File: src/core/sgps_defs.vh
// constants for the servo gain panel store
// assumes one 100 mhz system clock; panel buttons arrive already debounced
`ifndef SGPS_DEFS_VH
`define SGPS_DEFS_VH
// Contract
// - each of the four gains is held as a setting from 0 to 100.
// - each gain has its own maximum and the applied gain is the setting scaled by it.
// - while a select button is held the display shows that gain as 0 to 99.
// - with a select held, each up press adds one and each down press takes one.
// - a held up or down button keeps stepping until it is released.
// - on release of up or down the displayed value becomes the applied gain.
// - changes stay in working storage until a save command writes memory.
// - reset or soft reset reloads every gain from non-volatile memory.
// - pressing proportional and integral select together loads factory gains.
// - pressing all four select buttons together saves the gains.
// - the factory restore command has the same effect as the button pair.
// - four set-gain commands each write their own gain.
// - four set-maximum commands each write their own maximum.
// - every panel adjustment can be made by serial command with the same result.
`define SGPS_GAIN_MAX_SETTING 7'h64
`define SGPS_DISP_TOP 7'h63
`define SGPS_IDX_P 0
`define SGPS_IDX_I 1
`define SGPS_IDX_D 2
`define SGPS_IDX_V 3
`define SGPS_FACT_GAIN 7'h32
`define SGPS_FACT_MAX 16'h1000
`define SGPS_REPEAT_NS 100000000
`define SGPS_CLK_NS 10
`define SGPS_REPEAT_CYC (`SGPS_REPEAT_NS / `SGPS_CLK_NS)
`endif

File: src/core/sgps_store.v
// servo gain panel store: four gains, their maximums, panel and serial access
// assumes buttons are clean synchronous levels and the nv memory is a simple
// word store supplied from outside with a write strobe and two read words
//
// overview of the data path:
//   - working storage is one seven-bit setting and one maximum per gain;
//     index 0 is proportional, 1 integral, 2 derivative, 3 velocity
//   - the applied loop gain is the setting scaled against its maximum,
//     so a setting of 100 hands the full maximum to the servo loop
//   - the panel path copies the chosen gain into a work value while a
//     single select button is held; up and down step that work value
//   - the work value only becomes the setting when up or down is let go,
//     which keeps a half-finished adjustment away from the servo loop
//   - serial set commands write a setting or a maximum directly
//   - nothing reaches the nv memory except through a save request
//
// reset and reload:
//   - the async reset is released through two flops, and everything else
//     is reset by that synchronised copy to avoid a ragged release
//   - the first cycle after release is a load cycle that copies the nv
//     words into working storage; soft reset re-enters that cycle
//   - a save asked for during a load cycle is dropped on purpose, since
//     working storage does not yet hold anything worth keeping
//
// precedence inside one cycle, highest first:
//   - load cycle, then factory restore, then serial set, then panel release
//   - a set-maximum command is independent of the setting writes
//
// limitations:
//   - buttons must already be debounced; a bouncing up button would be
//     seen as several presses and step more than once
//   - the auto-repeat interval is fixed by a parameter, with no speed-up
//     after a long hold
//
`include "sgps_defs.vh"
module sgps_store #(
   parameter MAX_W = 16,
   parameter REPEAT_CYC = `SGPS_REPEAT_CYC
) (
   input wire clk_sys_in,
   input wire rstn_in,
   input wire btn_p_in,
   input wire btn_i_in,
   input wire btn_d_in,
   input wire btn_v_in,
   input wire btn_up_in,
   input wire btn_down_in,
   input wire soft_reset_cmd_in,
   input wire factory_restore_cmd_in,
   input wire save_nonvolatile_cmd_in,
   input wire set_prop_gain_cmd_in,
   input wire set_integ_gain_cmd_in,
   input wire set_deriv_gain_cmd_in,
   input wire set_vel_gain_cmd_in,
   input wire set_prop_max_cmd_in,
   input wire set_integ_max_cmd_in,
   input wire set_deriv_max_cmd_in,
   input wire set_vel_max_cmd_in,
   input wire [6:0] cmd_gain_in,
   input wire [MAX_W-1:0] cmd_max_in,
   input wire [27:0] nv_gain_in,
   input wire [4*MAX_W-1:0] nv_max_in,
   output reg nv_write_out,
   output reg [27:0] nv_gain_out,
   output reg [4*MAX_W-1:0] nv_max_out,
   output reg [6:0] display_out,
   output reg display_on_out,
   output reg [27:0] gain_setting_out,
   output reg [4*MAX_W-1:0] gain_max_out,
   output reg [4*MAX_W-1:0] four_gain_loop_out
);

   // one-hot states: load copies nv words, run waits, hold edits one gain
   localparam ST_LOAD = 3'b001;
   localparam ST_RUN = 3'b010;
   localparam ST_HOLD = 3'b100;

   reg rst_meta_q;
   reg rst_sync_q;
   reg [2:0] state_q;
   reg [6:0] gain_q [0:3];
   reg [MAX_W-1:0] max_q [0:3];
   reg [6:0] work_q;
   reg [1:0] sel_q;
   reg up_prev_q;
   reg down_prev_q;
   reg [31:0] rep_q;
   reg combo_prev_q;
   reg save_prev_q;

   // button decode: a single select enters hold, two combos act on the
   // press edge only so a held combo does not repeat its action
   wire [3:0] sel_btn = {btn_v_in, btn_d_in, btn_i_in, btn_p_in};
   wire one_sel = (sel_btn == 4'h1) | (sel_btn == 4'h2) | (sel_btn == 4'h4) | (sel_btn == 4'h8);
   wire [1:0] sel_idx = btn_i_in ? 2'h1 : btn_d_in ? 2'h2 : btn_v_in ? 2'h3 : 2'h0;
   wire save_combo = (sel_btn == 4'hf);
   wire fact_combo = btn_p_in & btn_i_in & ~btn_d_in & ~btn_v_in;
   wire fact_go = (fact_combo & ~combo_prev_q) | factory_restore_cmd_in;
   wire save_go = (save_combo & ~save_prev_q) | save_nonvolatile_cmd_in;
   // up and down together cancel; neither steps while both are held
   wire stepping = btn_up_in ^ btn_down_in;
   wire step_now = (btn_up_in & ~up_prev_q) | (btn_down_in & ~down_prev_q)
                   | (rep_q == REPEAT_CYC - 1);
   // release of either direction commits the work value
   wire released = (up_prev_q & ~btn_up_in) | (down_prev_q & ~btn_down_in);
   // serial command strobes gathered by gain index
   wire [3:0] gcmd = {set_vel_gain_cmd_in, set_deriv_gain_cmd_in,
                      set_integ_gain_cmd_in, set_prop_gain_cmd_in};
   wire [3:0] mcmd = {set_vel_max_cmd_in, set_deriv_max_cmd_in,
                      set_integ_max_cmd_in, set_prop_max_cmd_in};
   // serial writes clip to the legal setting range
   wire [6:0] cmd_gain_clip = (cmd_gain_in > `SGPS_GAIN_MAX_SETTING) ?
                              `SGPS_GAIN_MAX_SETTING : cmd_gain_in;

   // reset release through two flops
   always @(posedge clk_sys_in or negedge rstn_in) begin
      if (!rstn_in) begin
         rst_meta_q <= 1'b0;
         rst_sync_q <= 1'b0;
      end else begin
         rst_meta_q <= 1'b1;
         rst_sync_q <= rst_meta_q;
      end
   end

   // panel and command state machine
   always @(posedge clk_sys_in or negedge rst_sync_q) begin
      if (!rst_sync_q) begin
         state_q <= ST_LOAD;
         work_q <= 7'h00;
         sel_q <= 2'h0;
         up_prev_q <= 1'b0;
         down_prev_q <= 1'b0;
         rep_q <= 32'h0;
         combo_prev_q <= 1'b0;
         save_prev_q <= 1'b0;
      end else begin
         up_prev_q <= btn_up_in;
         down_prev_q <= btn_down_in;
         combo_prev_q <= fact_combo;
         save_prev_q <= save_combo;
         // auto-repeat counter restarts on each step so hold rate is steady
         if (state_q == ST_HOLD && stepping && !step_now)
            rep_q <= rep_q + 32'h1;
         else
            rep_q <= 32'h0;
         case (state_q)
            ST_LOAD: state_q <= soft_reset_cmd_in ? ST_LOAD : ST_RUN;
            ST_RUN: begin
               if (soft_reset_cmd_in)
                  state_q <= ST_LOAD;
               else if (one_sel) begin
                  state_q <= ST_HOLD;
                  sel_q <= sel_idx;
                  // a stored 100 shows as 99 so the two digits stay valid
                  work_q <= (gain_q[sel_idx] > `SGPS_DISP_TOP) ?
                            `SGPS_DISP_TOP : gain_q[sel_idx];
               end
            end
            ST_HOLD: begin
               if (soft_reset_cmd_in)
                  state_q <= ST_LOAD;
               else if (!one_sel || sel_idx != sel_q)
                  state_q <= ST_RUN;
               else if (stepping && step_now) begin
                  if (btn_up_in && work_q < `SGPS_DISP_TOP)
                     work_q <= work_q + 7'h01;
                  else if (btn_down_in && work_q != 7'h00)
                     work_q <= work_q - 7'h01;
               end
            end
            default: state_q <= ST_LOAD;
         endcase
      end
   end

   // per-gain storage: load, factory, serial, panel release
   genvar g;
   generate
      for (g = 0; g < 4; g = g + 1) begin : g_gain
         always @(posedge clk_sys_in or negedge rst_sync_q) begin
            if (!rst_sync_q) begin
               gain_q[g] <= `SGPS_FACT_GAIN;
               max_q[g] <= `SGPS_FACT_MAX;
            end else if (state_q == ST_LOAD) begin
               // unsaved edits are dropped here
               gain_q[g] <= nv_gain_in[7*g +: 7];
               max_q[g] <= nv_max_in[MAX_W*g +: MAX_W];
            end else if (fact_go) begin
               gain_q[g] <= `SGPS_FACT_GAIN;
               max_q[g] <= `SGPS_FACT_MAX;
            end else begin
               if (gcmd[g])
                  gain_q[g] <= cmd_gain_clip;
               else if (state_q == ST_HOLD && sel_q == g && released)
                  gain_q[g] <= work_q;
               if (mcmd[g])
                  max_q[g] <= cmd_max_in;
            end
         end
         // applied gain = setting * max / 100; the product needs seven more
         // bits than a maximum, or a setting of 100 would wrap the result
         wire [MAX_W+6:0] prod_w = gain_q[g] * max_q[g];
         // the quotient exceeds the maximum only for an nv-loaded setting above 100; otherwise the slice is exact
         wire [MAX_W+6:0] quot_w = prod_w / `SGPS_GAIN_MAX_SETTING;
         always @(posedge clk_sys_in or negedge rst_sync_q) begin
            if (!rst_sync_q)
               four_gain_loop_out[MAX_W*g +: MAX_W] <= {MAX_W{1'b0}};
            else
               four_gain_loop_out[MAX_W*g +: MAX_W] <= quot_w[MAX_W-1:0];
         end
         // working values are shown as they are, with no extra register
         always @* begin
            gain_setting_out[7*g +: 7] = gain_q[g];
            gain_max_out[MAX_W*g +: MAX_W] = max_q[g];
         end
      end
   endgenerate

   // nv write port and display; only save touches nv memory
   always @(posedge clk_sys_in or negedge rst_sync_q) begin
      if (!rst_sync_q) begin
         nv_write_out <= 1'b0;
         nv_gain_out <= 28'h0;
         nv_max_out <= {4*MAX_W{1'b0}};
         display_out <= 7'h00;
         display_on_out <= 1'b0;
      end else begin
         // one-cycle strobe with the data beside it, so the memory sees a
         // single coherent snapshot of all four gains and maximums
         nv_write_out <= save_go && state_q != ST_LOAD;
         if (save_go && state_q != ST_LOAD) begin
            nv_gain_out <= gain_setting_out;
            nv_max_out <= gain_max_out;
         end
         // display is blank outside hold so stale digits never linger
         display_on_out <= (state_q == ST_HOLD);
         display_out <= (state_q == ST_HOLD) ? work_q : 7'h00;
      end
   end

endmodule // sgps_store

File: config.mk
export PLATFORM = sky130hd
export DESIGN_NAME = sgps_store
export DESIGN_NICKNAME = d
export VERILOG_FILES = /design/src/core/sgps_store.v
export VERILOG_INCLUDE_DIRS = /design/src /design/src/core
export SDC_FILE = /design/constraint.sdc
export NUM_CORES = 2
export LEC_CHECK = 0
export ABC_AREA = 1
export BUFFER_PORTS_ARGS = -buffer_cell sky130_fd_sc_hd__clkbuf_2
export CORE_MARGIN = 1.5
export CORE_UTILIZATION = 44
export CTS_CLUSTER_SIZE = 10
export DETAILED_ROUTE_END_ITERATION = 10
export SYNTH_ARGS = -nofsm -noshare
export SYNTH_HDL_FRONTEND = slang
export SYNTH_SLANG_ARGS = --single-unit
File: constraint.sdc
create_clock -name clk_sys_in -period 17.6 [get_ports clk_sys_in]
set_clock_uncertainty 0.15 [all_clocks]
set_input_delay 2.64 -clock clk_sys_in [delete_from_list [all_inputs] [get_ports clk_sys_in]]
set_output_delay 2.64 -clock clk_sys_in [all_outputs]
set_load 0.02 [all_outputs]
### After elaboration in Yosys (flattened, before gate mapping)

Index checks and enable logic that the tools add are counted.
W data, S select, Z words.

| storage, ports and cells | value |
|---|---|
| register bits after elaboration | 307 |
| input bits | 134 |
| output and inout port bits | 257 |
| logic and storage cells | 175 |

| cells by class | value |
|---|---|
| add/subtract/negate cells | 3 |
| multipliers | 4 |
| divide/modulo/power cells | 4 |
| magnitude comparators | 4 |
| equality and inequality tests | 22 |
| multiplexer cells | 52 |
| bitwise logic cells | 28 |
| reductions and logical operators | 31 |

Operator list:

| operator | count |
|---|---|
| $mux W7 | 28 |
| $mux W16 | 12 |
| $div A23 B7 Y23 const B | 4 |
| $mul A7 B16 Y23 | 4 |
| $add A32 B1 Y32 const B | 1 |
| $eq A32 B24 Y1 const B | 1 |
| $mux W32 | 1 |
| $reduce_bool A4 Y1 | 4 |
| $bmux W7 S2 | 1 |
| $gt A7 B7 Y1 const B | 2 |
| $logic_and A1 B1 Y1 | 14 |
| $pmux W7 S2 | 1 |
| $mux W3 | 4 |
| $reduce_bool A3 Y1 | 4 |
| $ne A2 B2 Y1 const B | 5 |
| $and A1 B1 Y1 | 9 |
| $ne A3 B3 Y1 const B | 3 |
| $not A1 Y1 | 9 |
| $pmux W3 S3 | 1 |
| $eq A4 B4 Y1 const B | 2 |
| $mux W2 | 4 |
| $or A1 B1 Y1 | 8 |
| $add A7 B1 Y7 const B | 1 |
| $lt A7 B7 Y1 const B | 1 |
| 22 further kinds | 24 |

### Longest topological paths before layout

| logic depth | value |
|---|---|
| depth after elaboration | 12 |
| mapped depth | 108 |
| depth with buffers taken out | 107 |

### Worst setup path after synthesis

Ideal clock, no wire load.

| timing path | value |
|---|---|
| kind | flip-flop to flip-flop |
| from | register gain_q, in the netlist gain_setting_out[5] |
| to | register four_gain_loop_out[0] |
| setup time | 65 ps |
| arrival | 10,846 ps |
| data required time | 17,385 ps |
| path slack | 6,540 ps |
| cell stages (with the launch flop) | 91 |
| path buffers | 2 |
| period minus slack after synthesis | 11,060 ps |
| cells stage by stage | dfstp_2 clkbuf_1 buf_1 nand2_1 inv_1 fa_1 fa_1 fa_1 inv_1 fa_1 inv_1 ha_1 nand2_2 inv_2 a21oi_1 nand2_1 nand2_1 nand3_1 [... 55 more ...] nand2_4 nor2_4 nand2_4 nand2_4 nand2_2 nand2_4 nor2_4 nand2_2 nand2_4 nand2_2 nand4_2 nand2_2 nand2_4 nand2_1 nand2_1 nor2_1 nand2_1 nand2_1 |

| between the ends | value |
|---|---|
| cells in the longest elaborated chain, start to end | 2 |

RTL lines:

| item | RTL line | source |
|---|---|---|
| start, declared | sgps_store.v:81 | `reg [6:0] gain_q [0:3];` |
| start signal, assigned by index | sgps_store.v:183 | `` gain_q[g] <= `SGPS_FACT_GAIN; `` |
| start signal, assigned by index | sgps_store.v:187 | `gain_q[g] <= nv_gain_in[7*g +: 7];` |
| start signal, assigned by index | sgps_store.v:190 | `` gain_q[g] <= `SGPS_FACT_GAIN; `` |
| $mul A7 B16 Y23 | sgps_store.v:203 | `wire [MAX_W+6:0] prod_w = gain_q[g] * max_q[g];` |
| $div A23 B7 Y23 (no source line) | - |  |
| net g_gain[0].quot_w[0] | sgps_store.v:205 | `` wire [MAX_W+6:0] quot_w = prod_w / `SGPS_GAIN_MAX_SETTING; `` |
| end signal, assigned by index | sgps_store.v:208 | `four_gain_loop_out[MAX_W*g +: MAX_W] <= {MAX_W{1'b0}};` |
| end signal, assigned by index | sgps_store.v:210 | `four_gain_loop_out[MAX_W*g +: MAX_W] <= quot_w[MAX_W-1:0];` |
| end, declared | sgps_store.v:70 | `output reg [4*MAX_W-1:0] four_gain_loop_out` |

The timed path passes the listed nets, and every way through them passes these cells.
A chain may end at the register's enable or synchronous reset.

### Worst setup path after layout

| timing path | value |
|---|---|
| from | register gain_q, in the netlist gain_setting_out[27] |
| to | register four_gain_loop_out[48] |

| between the ends | value |
|---|---|
| cells in the longest elaborated chain, start to end | 2 |

RTL lines:

| item | RTL line |
|---|---|
| $mul A7 B16 Y23 | sgps_store.v:203 |
| $div A23 B7 Y23 (no source line) | - |
| net g_gain[3].quot_w[0] | sgps_store.v:205 |

The timed path passes the listed nets, and every way through them passes these cells.

==> impl_metrics.csv <==
group,metric,value,unit
timing,maxSlewViolCount,0,
synth,yosysWarnings,0,
job,maxCapViolCount,0,
final_layout,final_area,0.0436,mm²
routing,avgRoutedWirePerCell,16.7,µm
floorplan,dieArea,0.0911,mm²
setup_path,cp_num_buf_inv,4,
routing,drc,0,
setup_path,r2r_setup_slack,5.21,ns
synth,syn_inst,5759,
final_layout,layout-drive-gt1-share,0.193,
setup_path,criticalPathCategory,"reg2reg",
clock_network,ctsHoldBuffers,0,
synth,ys_seq_area_frac,0.196,
worst_hold_path,hold_path.class,"reg2reg",
global_route,grt-busiest-layer,"met2",
setup_path,required,17.93,ns
clock_network,cts_root_buf,"clkbuf_16",
global_route,grt.total_usage,0.265,
synth,synth.cells.most_frequent,"nand2_1, inv_1, nand3_1, dfrtp_1, nor2_1",
setup_path,arrival,12.72,ns
placement,gp_congestion,0.941,
routing,drt.antenna.violating_nets,0,
synth,ys_seq_elements,307,
global_route,grt_use_met3,0.0468,
routing,drt_iter0_drc,2394,
timing,setup_tns,0,ns
global_route,grt_pass1_vias,35000,
timing,relSlewSlack,0.237,
timing,hold_viol,0,
clock_network,htree_levels,2,
setup_path,rr_worst_depth,81,
global_route,grt_use_met1,0.366,
timing,post-route-period-util,0.704,
synth,synth_most_common_cell,"nand2_1",
global_route,grt_max_degree,152,
placement,io_buffers,390,
clock_network,cts_buffers,42,
placement,dp_hpwl,95300,µm
routing,routed_wirelength,121000,µm
floorplan,die_w,302,µm
synth,synth_area_leader_cell,"dfrtp_1",
clock_network,cts_buffer_depth,3,
floorplan,fp-row-count,109,
final_layout,area_growth,11.1,%
global_route,antenna_found_initial,7,
setup_path,cp.depth,81,
setup_path,crit_family,"simple AND/OR/NAND/NOR gates",
global_route,grt_pass1_wl,191000,µm
routing,routed_via_density,5.03,
final_layout,n_fill_cell,9102,
clock_network,post_cts_buffers,0,
placement,dpl_cell_area,0.0422,mm²
clock_network,path_clk_slew,0.06,ns
timing,setup_viol,0,
synth,synth-edff-count,0,
synth,async_flop_share,1.00,
timing,fmax,80.7,MHz
global_route,grt_overflow,0,
setup_path,end_kind,"flop",
routing,dr.pass1.iters,6,
synth,syn_area,0.0393,mm²
clock_network,cts_resized,0,
synth,syn_nets,6340,
synth,synth_cell_types,70,
synth,syn_avg_cell_area,6.82,µm²
timing,grt_setup_unrepaired,"false",
worst_hold_path,holdPathStages,0,
setup_path,crit_path_max_incr_delay,0.96,ns
clock_network,insertion_delay,0.61,ns
setup_path,critPathMostFrequentCell,"nand2_2",
final_layout,nets,6615,
setup_path,start_kind,"flop",
clock_network,clock_sinks,307,
synth,synth_ff_type,"dfrtp_1",
floorplan,coreArea,0.0884,mm²
outcome,status,"finished clean",
routing,vias,36400,
setup_path,critPathSlowestCell,"dfrtp_1",
floorplan,die_h,302,µm
floorplan,ios,391,
synth,synth_top_area_frac,0.185,
synth,synth.area.top_cells,"dfrtp_1, nand2_1, fa_1, inv_1, ha_1",
global_route,grtUsageMet2,0.414,
setup_path,cp_max_fo,20,
floorplan,initial_core_util,0.445,
timing,period_needed,12.39,ns
timing,worst_pin_slew,1.14,ns
clock_network,cts_tree,"done",
[final cells by class]
type | instances | area, µm² | area share
diodes | 5 | 12.5 | 0.000287
clock buffers | 64 | 1210 | 0.0278
clock inverters | 12 | 195 | 0.00447
inverters | 1173 | 4460 | 0.102
multi-input cells | 4102 | 26500 | 0.607
flip-flops and latches | 307 | 7710 | 0.177
well taps | 1165 | 1460 | 0.0334
repair buffers | 408 | 2100 | 0.0481
[flip-flops by register name, summed over array words and instances, names as in the netlist]
register            cells
four_gain_loop_out     64
gain_max_out           64
nv_max_out             64
rep_q                  32
gain_setting_out       28
nv_gain_out            28
display_out             7
work_q                  7
state_q                 3
sel_q                   2
combo_prev_q            1
display_on_out          1
down_prev_q             1
nv_write_out            1
rst_meta_q              1
rst_sync_q              1
save_prev_q             1
up_prev_q               1
[metal layers]
metal | wire [µm] | vias up
li1 | - | 18200
met1 | 55600 | 17000
met2 | 52400 | 1002
met3 | 8120 | 190
met4 | 4440 | 2
met5 | 17 | -
[worst reg2reg max path: cells and delay by family (launching register included)]
kind | cells | cell delay, ns
AND/OR/NAND/NOR | 70 | 7.88
flip-flops | 1 | 0.96
buffers and inverters | 4 | 0.31
adder cells (fa/ha/maj) | 5 | 2.50
AO/OA/AOI/OAI | 2 | 0.49
[cell usage in the layout (no fill, tap or decap), types with 29 or more instances in the layout]
| master | netlist | layout |
|---|---|---|
| nand4_2 | 45 | 45 |
| nor2_4 | 38 | 39 |
| inv_1 | 1050 | 1050 |
| inv_2 | 101 | 100 |
| nand2_1 | 1749 | 1748 |
| o21ai_0 | 130 | 129 |
| a31oi_1 | 84 | 84 |
| xor2_1 | 41 | 41 |
| ha_1 | 170 | 170 |
| a21oi_1 | 121 | 121 |
| nor2_1 | 286 | 285 |
| fa_1 | 277 | 277 |
| nand4_1 | 86 | 86 |
| dfrtp_1 | 290 | 289 |
| clkbuf_16 | 0 | 43 |
| nand3_1 | 353 | 353 |
| nor2_2 | 37 | 37 |
| nand2_2 | 236 | 236 |
| nor3_1 | 31 | 29 |
| nand2_4 | 137 | 138 |
| xnor2_1 | 35 | 35 |
| nand3_2 | 39 | 39 |
| o21ai_1 | 56 | 57 |
| clkbuf_2 | 0 | 390 |
[final timing paths]
path | end | start
worst max-delay path | four_gain_loop_out[48] | gain_setting_out[27]
worst min register to register | rst_sync_q | rst_meta_q
worst max register to register | four_gain_loop_out[48] | gain_setting_out[27]
min in group asynchronous | display_out[4] | rst_sync_q
worst min-delay path | rst_sync_q | rst_meta_q
max in group asynchronous | four_gain_loop_out[40] | rst_sync_q
[cells by family after synthesis]
logic type	Yosys count	synth area share
fa+ha+maj	447	0.195
buf+inv	1350	0.130
other cells	1	0.0000954
flops	307	0.196
xor+xnor	81	0.0193
compound gates	484	0.0715
simple gates	3089	0.388
[stage by stage]
| stage | util | setup slack, ns | cells | hold WS (ns) |
|---|---|---|---|---|
| 4_1_cts | 0.494 | 5.20 | 7231 | 0.205 |
| 3_5_place_dp | 0.478 | 5.26 | 7155 | 0.193 |
| 2_1_floorplan | - | 6.54 | 5759 | 0.181 |
| 6_report | 0.494 | 5.21 | 7236 | 0.211 |
| 3_3_place_gp | 0.478 | 5.30 | 7155 | 0.188 |
| 5_1_grt | 0.494 | 3.88 | 7234 | 0.225 |
Power is not shown: default switching activity piles up to over one toggle a cycle in this logic, so the estimate is an artifact.
